`src/rtl/csb_pkg.sv`:
```
// constants, carriers and register map of the core boundary glue block
// assumes one core clock, asynchronous active-low reset, AXI4-Lite register access
//
// Operation
// integrator pulses bus clock strobe for one core clock per bus clock edge
// bus-side outputs change only on edges where the bus clock strobe is high
// state survives a stretched clock held high or low
// ram enable strap sampled in reset; high enables both RAMs afterwards
// vector base strap sampled in reset; low gives base zero, high gives top base
// endianness output high for big-endian, low for little-endian
// software keeps endianness fixed or changes it by careful sequence
// fast and normal interrupt inputs active low, sampled on the core clock
// current process identifier presented as 32-bit trace output
// process identifier write strobe pulses on each identifier write
// two watchpoint match outputs follow comparisons regardless of enable bits
// trace unit drives buffer-full input; tied low when no trace unit
// trace instruction valid output marks instruction valid for capture
// 32-bit read and write data buses carry load and store data to trace
// identification input supplies value shifted out after identify instruction
// with trace enable high, trace outputs registered one stage from internal signals
// bus-side inputs sampled only on edges where bus clock strobe is high
package csb_pkg;
	localparam int unsigned ADDR_W = 8;
	localparam logic [ADDR_W-1:0] CTRL_OFS = 8'h00;
	localparam logic [ADDR_W-1:0] STAT_OFS = 8'h04;
	localparam logic [ADDR_W-1:0] PROCID_OFS = 8'h08;
	localparam logic [ADDR_W-1:0] WP0ADDR_OFS = 8'h0C;
	localparam logic [ADDR_W-1:0] WP0MASK_OFS = 8'h10;
	localparam logic [ADDR_W-1:0] WP1ADDR_OFS = 8'h14;
	localparam logic [ADDR_W-1:0] WP1MASK_OFS = 8'h18;
	localparam logic [ADDR_W-1:0] TRACE_OFS = 8'h1C;
	localparam logic [ADDR_W-1:0] TDATA_OFS = 8'h20;
	localparam logic [ADDR_W-1:0] BUSRD_OFS = 8'h24;
	localparam logic [ADDR_W-1:0] BUSWR_OFS = 8'h28;
	// control bit positions
	localparam int unsigned CTRL_BIGEND_BIT = 0;
	localparam int unsigned CTRL_WP0EN_BIT = 1;
	localparam int unsigned CTRL_WP1EN_BIT = 2;
	localparam int unsigned CTRL_IDSEL_BIT = 3;
	// trace command bit positions
	localparam int unsigned TRC_VALID_BIT = 0;
	localparam int unsigned TRC_LOAD_BIT = 1;
	localparam int unsigned TRC_STORE_BIT = 2;
	localparam logic [31:0] CTRL_RST = 32'h0000_0000;
	localparam logic [31:0] VEC_LOW_BASE = 32'h0000_0000;
	localparam logic [31:0] VEC_HIGH_BASE = 32'hFFFF_0000;
	localparam logic [1:0] RESP_OKAY = 2'h0;
	localparam logic [1:0] RESP_SLVERR = 2'h2;

	// sideband toward the trace unit
	typedef struct packed {
		logic instrValid;
		logic procIdWr;
		logic [1:0] wpMatch;
		logic [31:0] procId;
		logic [31:0] readData;
		logic [31:0] writeData;
	} csb_trace_s;

	// bus-side request outputs
	typedef struct packed {
		logic trans;
		logic write;
		logic [31:0] addr;
		logic [31:0] wdata;
	} csb_ahbout_s;
endpackage

```
`src/rtl/csb_core_glue.sv`:
```
// core boundary glue: straps, endianness, interrupt sampling, bus strobe, trace sideband
// assumes straps valid while reset is low; inputs synchronous to sys_clk
`timescale 1ns/10ps
module csb_core_glue #(
	parameter int unsigned DATA_W = 32,
	parameter int unsigned WP_NUM = 2
) (
	input wire logic sys_clk,
	input wire logic resetn,
	// axi4-lite slave
	input wire logic [csb_pkg::ADDR_W-1:0] s_axi_awaddr,
	input wire logic s_axi_awvalid,
	output logic s_axi_awready,
	input wire logic [31:0] s_axi_wdata,
	input wire logic [3:0] s_axi_wstrb,
	input wire logic s_axi_wvalid,
	output logic s_axi_wready,
	output logic [1:0] s_axi_bresp,
	output logic s_axi_bvalid,
	input wire logic s_axi_bready,
	input wire logic [csb_pkg::ADDR_W-1:0] s_axi_araddr,
	input wire logic s_axi_arvalid,
	output logic s_axi_arready,
	output logic [31:0] s_axi_rdata,
	output logic [1:0] s_axi_rresp,
	output logic s_axi_rvalid,
	input wire logic s_axi_rready,
	// straps and configuration
	input wire logic ram_enable_strap,
	input wire logic vector_base_strap,
	output logic ram_enabled,
	output logic [31:0] vector_base,
	output logic endianness_out,
	// interrupts
	input wire logic fast_irq_n,
	input wire logic normal_irq_n,
	output logic fast_irq_req,
	output logic normal_irq_req,
	// bus side
	input wire logic bus_clock_strobe,
	input wire logic [31:0] bus_rdata,
	input wire logic bus_ready,
	output csb_pkg::csb_ahbout_s bus_out,
	// trace side
	input wire logic trace_output_enable,
	input wire logic trace_buffer_full,
	output csb_pkg::csb_trace_s trace_out,
	// identification
	input wire logic [31:0] jtag_identification_input,
	input wire logic id_shift,
	input wire logic id_capture,
	output logic test_data_output
);
	initial begin
		if (DATA_W != 32) $error("csb_core_glue: only 32-bit data supported");
		if (WP_NUM != 2) $error("csb_core_glue: exactly two watchpoints supported");
	end

	// ---------- register bus ----------
	logic [31:0] ctrl_r;
	logic [31:0] procId_r;
	logic [31:0] wpAddr_r [WP_NUM];
	logic [31:0] wpMask_r [WP_NUM];
	logic [2:0] trcCmd_r;
	logic [31:0] tData_r;
	logic [31:0] busWr_r;
	logic [31:0] busRd_r;
	logic busPend_r;
	logic [csb_pkg::ADDR_W-1:0] awAddr_r;
	logic awHeld_r;
	logic [31:0] wData_r;
	logic wHeld_r;
	logic procWr_r;
	logic trcWr_r;
	logic ramEn_r;
	logic vecHi_r;
	logic straps_r;
	logic fiqS_r;
	logic irqS_r;

	wire awTake = s_axi_awvalid && s_axi_awready;
	wire wTake = s_axi_wvalid && s_axi_wready;
	wire haveAw = awHeld_r || awTake;
	wire haveW = wHeld_r || wTake;
	wire [csb_pkg::ADDR_W-1:0] wrAddr = awHeld_r ? awAddr_r : s_axi_awaddr;
	wire [31:0] wrData = wHeld_r ? wData_r : s_axi_wdata;
	wire doWrite = haveAw && haveW && !s_axi_bvalid;
	wire [31:0] strbMask = {{8{s_axi_wstrb[3]}}, {8{s_axi_wstrb[2]}},
		{8{s_axi_wstrb[1]}}, {8{s_axi_wstrb[0]}}};

	wire selCtrl = wrAddr == csb_pkg::CTRL_OFS;
	wire selProc = wrAddr == csb_pkg::PROCID_OFS;
	wire selWa0 = wrAddr == csb_pkg::WP0ADDR_OFS;
	wire selWm0 = wrAddr == csb_pkg::WP0MASK_OFS;
	wire selWa1 = wrAddr == csb_pkg::WP1ADDR_OFS;
	wire selWm1 = wrAddr == csb_pkg::WP1MASK_OFS;
	wire selTrc = wrAddr == csb_pkg::TRACE_OFS;
	wire selTd = wrAddr == csb_pkg::TDATA_OFS;
	wire selBw = wrAddr == csb_pkg::BUSWR_OFS;
	wire wrMapped = selCtrl || selProc || selWa0 || selWm0 || selWa1 || selWm1
		|| selTrc || selTd || selBw;
	// wstrb masks the write data in the cycle it arrives; held data was masked when captured
	wire [31:0] wMerge = wrData & strbMask;

	assign s_axi_awready = !awHeld_r && !s_axi_bvalid;
	assign s_axi_wready = !wHeld_r && !s_axi_bvalid;
	assign s_axi_arready = !s_axi_rvalid;

	always_ff @(posedge sys_clk or negedge resetn) begin
		if (!resetn) begin
			awHeld_r <= 1'b0;
			wHeld_r <= 1'b0;
			awAddr_r <= '0;
			wData_r <= '0;
			s_axi_bvalid <= 1'b0;
			s_axi_bresp <= csb_pkg::RESP_OKAY;
		end else begin
			if (awTake && !doWrite) begin
				awHeld_r <= 1'b1;
				awAddr_r <= s_axi_awaddr;
			end
			if (wTake && !doWrite) begin
				wHeld_r <= 1'b1;
				wData_r <= s_axi_wdata & strbMask;
			end
			if (doWrite) begin
				awHeld_r <= 1'b0;
				wHeld_r <= 1'b0;
				s_axi_bvalid <= 1'b1;
				s_axi_bresp <= wrMapped ? csb_pkg::RESP_OKAY : csb_pkg::RESP_SLVERR;
			end else if (s_axi_bvalid && s_axi_bready) begin
				s_axi_bvalid <= 1'b0;
			end
		end
	end

	wire [31:0] wVal = wHeld_r ? wData_r : wMerge;

	// software-visible registers; ctrl bit for endianness is static configuration
	always_ff @(posedge sys_clk or negedge resetn) begin
		if (!resetn) begin
			ctrl_r <= csb_pkg::CTRL_RST;
			procId_r <= '0;
			wpAddr_r <= '{default: '0};
			wpMask_r <= '{default: '0};
			tData_r <= '0;
			procWr_r <= 1'b0;
			trcWr_r <= 1'b0;
			trcCmd_r <= '0;
		end else begin
			procWr_r <= doWrite && selProc;
			trcWr_r <= doWrite && selTrc;
			if (doWrite && selCtrl) ctrl_r <= wVal;
			if (doWrite && selProc) procId_r <= wVal;
			if (doWrite && selWa0) wpAddr_r[0] <= wVal;
			if (doWrite && selWm0) wpMask_r[0] <= wVal;
			if (doWrite && selWa1) wpAddr_r[1] <= wVal;
			if (doWrite && selWm1) wpMask_r[1] <= wVal;
			if (doWrite && selTd) tData_r <= wVal;
			if (doWrite && selTrc) trcCmd_r <= wVal[2:0];
		end
	end

	// ---------- straps: captured while reset is low and on the first edge after release, frozen after ----------
	// async reset clears the flag; the clock samples the pins until the first edge after release
	always_ff @(posedge sys_clk or negedge resetn) begin
		if (!resetn) begin
			straps_r <= 1'b0;
		end else begin
			straps_r <= 1'b1;
		end
	end

	always_ff @(posedge sys_clk) begin
		if (!straps_r) begin
			ramEn_r <= ram_enable_strap;
			vecHi_r <= vector_base_strap;
		end
	end

	assign ram_enabled = ramEn_r;
	assign vector_base = vecHi_r ? csb_pkg::VEC_HIGH_BASE : csb_pkg::VEC_LOW_BASE;
	assign endianness_out = ctrl_r[csb_pkg::CTRL_BIGEND_BIT];

	// ---------- interrupts ----------
	always_ff @(posedge sys_clk or negedge resetn) begin
		if (!resetn) begin
			fiqS_r <= 1'b0;
			irqS_r <= 1'b0;
		end else begin
			fiqS_r <= !fast_irq_n;
			irqS_r <= !normal_irq_n;
		end
	end
	assign fast_irq_req = fiqS_r;
	assign normal_irq_req = irqS_r;

	// ---------- bus side, outputs and read data advanced only on strobe edges; request loaded on a write to BUSWR_OFS ----------
	// plain edge-triggered flops, no dynamic state, so a stretched clock loses nothing R3
	wire busDone = busPend_r && bus_ready && bus_clock_strobe;
	wire busStart = doWrite && selBw;
	always_ff @(posedge sys_clk or negedge resetn) begin
		if (!resetn) begin
			bus_out <= '0;
			busPend_r <= 1'b0;
			busWr_r <= '0;
			busRd_r <= '0;
		end else begin
			if (busStart) begin
				busWr_r <= wVal;
				busPend_r <= 1'b1;
			end
			if (bus_clock_strobe) begin
				bus_out.trans <= busPend_r && !busDone;
				bus_out.write <= busPend_r && !busDone;
				bus_out.addr <= wpAddr_r[0];
				bus_out.wdata <= busWr_r;
			end
			if (busDone) begin
				busRd_r <= bus_rdata;
				if (!busStart) busPend_r <= 1'b0;
			end
		end
	end

	// ---------- watchpoints: compare regardless of enable bit ----------
	logic [WP_NUM-1:0] wpHit;
	wire [31:0] cmpBus = trcCmd_r[csb_pkg::TRC_STORE_BIT] ? tData_r : busRd_r;
	always_comb begin
		for (int i = 0; i < WP_NUM; i++) begin
			wpHit[i] = ((cmpBus ^ wpAddr_r[i]) & ~wpMask_r[i]) == 32'h0000_0000;
		end
	end

	// ---------- trace sideband, one stage behind internal signals ----------
	wire trcValid = trcWr_r && trcCmd_r[csb_pkg::TRC_VALID_BIT];
	always_ff @(posedge sys_clk or negedge resetn) begin
		if (!resetn) begin
			trace_out <= '0;
		end else if (trace_output_enable) begin
			trace_out.instrValid <= trcValid;
			trace_out.procIdWr <= procWr_r;
			trace_out.procId <= procId_r;
			trace_out.wpMatch <= wpHit;
			if (trcWr_r && trcCmd_r[csb_pkg::TRC_LOAD_BIT]) trace_out.readData <= busRd_r;
			if (trcWr_r && trcCmd_r[csb_pkg::TRC_STORE_BIT]) trace_out.writeData <= tData_r;
		end else begin
			trace_out <= '0;
		end
	end

	// ---------- identification shift register ----------
	logic [31:0] idSh_r;
	always_ff @(posedge sys_clk or negedge resetn) begin
		if (!resetn) begin
			idSh_r <= '0;
		end else if (id_capture) begin
			idSh_r <= jtag_identification_input;
		end else if (id_shift) begin
			idSh_r <= {1'b0, idSh_r[31:1]};
		end
	end
	assign test_data_output = idSh_r[0];

	// ---------- register read ----------
	wire [31:0] statVal = {26'h0, trace_buffer_full, busPend_r, irqS_r, fiqS_r,
		vecHi_r, ramEn_r};
	logic [31:0] rdMux;
	logic rdOk;
	always_comb begin
		rdOk = 1'b1;
		case (s_axi_araddr)
			csb_pkg::CTRL_OFS: rdMux = ctrl_r;
			csb_pkg::STAT_OFS: rdMux = statVal;
			csb_pkg::PROCID_OFS: rdMux = procId_r;
			csb_pkg::WP0ADDR_OFS: rdMux = wpAddr_r[0];
			csb_pkg::WP0MASK_OFS: rdMux = wpMask_r[0];
			csb_pkg::WP1ADDR_OFS: rdMux = wpAddr_r[1];
			csb_pkg::WP1MASK_OFS: rdMux = wpMask_r[1];
			csb_pkg::TRACE_OFS: rdMux = {29'h0, trcCmd_r};
			csb_pkg::TDATA_OFS: rdMux = tData_r;
			csb_pkg::BUSRD_OFS: rdMux = busRd_r;
			csb_pkg::BUSWR_OFS: rdMux = busWr_r;
			default: begin
				rdMux = 32'h0000_0000;
				rdOk = 1'b0;
			end
		endcase
	end

	always_ff @(posedge sys_clk or negedge resetn) begin
		if (!resetn) begin
			s_axi_rvalid <= 1'b0;
			s_axi_rdata <= '0;
			s_axi_rresp <= csb_pkg::RESP_OKAY;
		end else if (s_axi_arvalid && s_axi_arready) begin
			s_axi_rvalid <= 1'b1;
			s_axi_rdata <= rdMux;
			s_axi_rresp <= rdOk ? csb_pkg::RESP_OKAY : csb_pkg::RESP_SLVERR;
		end else if (s_axi_rvalid && s_axi_rready) begin
			s_axi_rvalid <= 1'b0;
		end
	end
endmodule

```
`config.mk`:
```
export PLATFORM = sky130hd
export DESIGN_NAME = csb_core_glue
export DESIGN_NICKNAME = d
export VERILOG_FILES = /design/src/rtl/csb_pkg.sv /design/src/rtl/csb_core_glue.sv
export SDC_FILE = /design/constraint.sdc
export NUM_CORES = 1
export LEC_CHECK = 0
export BUFFER_PORTS_ARGS = -buffer_cell sky130_fd_sc_hd__buf_2
export CELL_PAD_IN_SITES_DETAIL_PLACEMENT = 0
export CELL_PAD_IN_SITES_GLOBAL_PLACEMENT = 2
export CORE_ASPECT_RATIO = 2
export CORE_MARGIN = 10
export CORE_UTILIZATION = 33
export CTS_CLUSTER_DIAMETER = 80
export DETAILED_ROUTE_END_ITERATION = 6
export HOLD_SLACK_MARGIN = 0.12
export MAX_ROUTING_LAYER = met4
export PLACE_DENSITY = 0.81
export SETUP_SLACK_MARGIN = 0.3
export SKIP_LAST_GASP = 1
export SYNTH_ARGS = -nofsm -noshare
export SYNTH_HDL_FRONTEND = slang
export SYNTH_SLANG_ARGS = --single-unit
```
`constraint.sdc`:
```
create_clock -name sys_clk -period 4.2 [get_ports sys_clk]
set_input_delay 0.21 -clock sys_clk [delete_from_list [all_inputs] [get_ports sys_clk]]
set_output_delay 0.21 -clock sys_clk [all_outputs]
set_load 0.03 [all_outputs]
```
==> impl_metrics.yaml <==
status:
  status: "finished, violations left"
  violations: "capacitance limit, slew limit"
power:
  powerDensity_mw_per_mm2: 593.5
  leakage_nw: 15.11
  ir_worst_vdd_v: 0.0004570
floorplan:
  rows: 142
  pin_count: 377
  dieArea_mm2: 0.08795
  die_h_um: 409.5
  die_w_um: 214.8
  initial_utilization: 0.3331
  core_area_mm2: 0.07515
sta:
  setup_viol: 0
  relSlewSlack: -0.03152
  timing.final.hold_violations: 0
  clock.fmax_mhz: 349.4
  rsz0062_at_grt: "no"
  tightest_slew_ns: 1.547
  drv_slew: 9
  fin_skew_ns: 0.02274
  hold_ws_ns: 0.1680
  final.period_utilization: 0.6814
  fin_tns_setup_ns: 0
  min_period_ns: 2.862
finish:
  utilization: 0.4164
  synthToLayoutAreaGrowth_pct: 25.00
  seq_area_mm2: 0.01438
  drive_gt1_frac: 0.2368
  final_cell_area_mm2: 0.03130
  multi_input_area_mm2: 0.009716
  nNetsFinal: 2913
  n_fill_cell: 7212
  instances_no_fill: 3835
setup_path:
  rr_worst_depth: 6
  crit_path_end_kind: "flip-flop"
  critPathLaunchType: "flip-flop"
  r2r-end: "wpMask_r[9]"
  cp_max_fo: 31
  rrSetupSlack_ns: 1.34
  r2r_start: "awHeld_r"
  crit_type: "flip-flop to flip-flop"
  crit_arrival_ns: 3.32
  required_ns: 4.66
clock_tree:
  cts_buffers: 55
  numClockSinks: 574
  cts_tree: "built"
  cts_max_path_buffers: 3
  clockRootBuffer: "clkbuf_16"
  path_clk_slew_ns: 0.07
  cts_max_level: 2
  clock_latency_ns: 0.65
  post_cts.repair.setup_buffers: 0
placement:
  placed_cells: 3579
  hpwl_mm: 73.91
  io_buffers: 358
  place_congestion: 0.9950
  placedInstanceArea_mm2: 0.02776
routing:
  avgViaCountPerCell: 5.191
  vias: 19910
  drc: 0
  wl_per_cell_um: 26.24
  drt-total-wl_mm: 100.6
  drt-pass1-iter-count: 7
  drt_iter0_markers: 1550
  drt.antenna.violating_nets: 0
synthesis:
  synthTopCellsByArea: "dfrtp_1 (57%), a21oi_1 (6.7%), nor2_1 (5.1%)"
  synth_top_area_frac: 0.5717
  ys_types: 68
  async_reset_ff_frac: 0.9965
  ys_ff_latch: 574
  synthCells: 2326
  synth_most_common_cell: "dfrtp_1"
  syn_avg_cell_area_um2: 10.76
  synthFlopType: "dfrtp_1"
  syn-cell-area_mm2: 0.02504
  yosys_warnings: 0
  synth_edf_count: 2
  netlist_top_cells_count: "dfrtp_1 (572), nor2_1 (343), a21oi_1 (335), nand2_1 (152), mux2i_1 (112)"
  yosysSeqAreaShare: 0.5741
  synth_top_area_cell: "dfrtp_1"
min_path:
  hold_end: "bus_out[35]"
  min_from: "bus_clock_strobe"
  min_path_cells: 2
  hp-class: "input pin to flip-flop"
grt:
  grtUsageTotal: 0.2316
  grt_first_pass_wirelength_mm: 147.1
  antenna_found_initial: 1
  grt.overflow.total: 0
  grt_max_degree: 113
  grt_pass1_vias: 20750
job:
  drv_cap: 1
cell type report:
| type | instances | share of cell area |
|---|---|---|
| clock inverters | 30 | 0.01495 |
| flip-flops and latches | 574 | 0.4594 |
| well taps | 1008 | 0.04030 |
| repair buffers | 574 | 0.1247 |
| inverters | 7 | 0.0008396 |
| multi-input cells | 1568 | 0.3104 |
| diodes | 2 | 0.0001599 |
| clock buffers | 72 | 0.04921 |
layout by cell type (no fill, tap or decap), types with 7 or more instances in the layout:
master and n:
clkinv_2 7, clkbuf_16 55, a221oi_1 11, dfrtp_1 570, mux2i_1 112, o22ai_1 30
buf_4 56, bufinv_16 11, nor3_1 11, buf_12 8, mux2_2 111, o21ai_1 10
dlygate4sd3_1 152, nor2_1 343, inv_1 7, a31oi_1 7, conb_1 19, xor2_1 64
a22o_1 74, a22oi_1 32, clkbuf_8 10, a211oi_1 10, clkbuf_1 7, o221ai_1 8
nand2_1 151, buf_2 357, nand3_1 9, a21oi_1 335, o21ai_0 96, and2_1 36
registers in the layout (all words and copies together), names as in the netlist, 3 cells and up:
| register | count |
|---|---|
| awAddr_r | 8 |
| busRd_r | 32 |
| busWr_r | 32 |
| bus_out | 65 |
| ctrl_r | 32 |
| idSh_r | 32 |
| procId_r | 32 |
| s_axi_rdata | 32 |
| tData_r | 32 |
| trace_out | 100 |
| trcCmd_r | 3 |
| wData_r | 32 |
| wpAddr_r | 64 |
| wpMask_r | 64 |
routing by layer:
layer | part of all wire | routed length [um] | GRT usage
met1 | 0.39 | 38820 | 0.2619
met2 | 0.50 | 49930 | 0.3868
met3 | 0.064 | 6427 | 0.04296
met4 | 0.054 | 5462 | 0.1163
met5 | 0 | 0 | -
cells by family after synthesis:
kind of cell    count (synthesis)  synth area share
flops                         574            0.5741
other cells                     2         0.0003000
buf+inv                       201           0.04298
compound gates                658            0.1590
simple gates                  600            0.1029
xor+xnor                       64           0.02239
mux                           227           0.09830
metrics by stage:
stage | setup slack [ns] | total power (W)
2_1_floorplan | 2.163 | 0.01061
3_3_place_gp | 1.354 | 0.01279
3_5_place_dp | 1.347 | 0.01290
4_1_cts | 1.355 | 0.01871
5_1_grt | 1.118 | 0.01940
6_report | 1.338 | 0.01857
worst max path at each step:
stage                          startpoint               to  slack (ns)  cells after the start
after floorplan              s_axi_bvalid      awAddr_r[0]        2.16                      4
after global placement    s_axi_araddr[2]  s_axi_rdata[24]        1.35                      7
after detailed placement  s_axi_araddr[2]  s_axi_rdata[24]        1.35                      7
after CTS                        awHeld_r      wpMask_r[9]        1.36                      6
after global routing             awHeld_r     wpMask_r[16]        1.12                      7
final                            awHeld_r      wpMask_r[9]        1.34                      6
power breakdown:
part,switching (W),internal [W]
clock network,0.00235,0.00328
logic,0.00308,0.00175
registers,0.00137,0.00675
total,0.00679,0.0118
critical path, stage by stage, from the launching register on:
cell and delay, ns:
dfrtp_1 0.62, nor2_1 0.17, nor3_2 0.38, and4bb_2 0.33, and2_2 0.65, buf_4 0.39
a21oi_1 0.10
timing repair:
item / 4_1_cts / 5_1_grt
resized for setup: 0 / 0
hold buffers: 152 / 0
hold endpoints to repair: 218 / 0
Power figures use the tool's default switching activity.
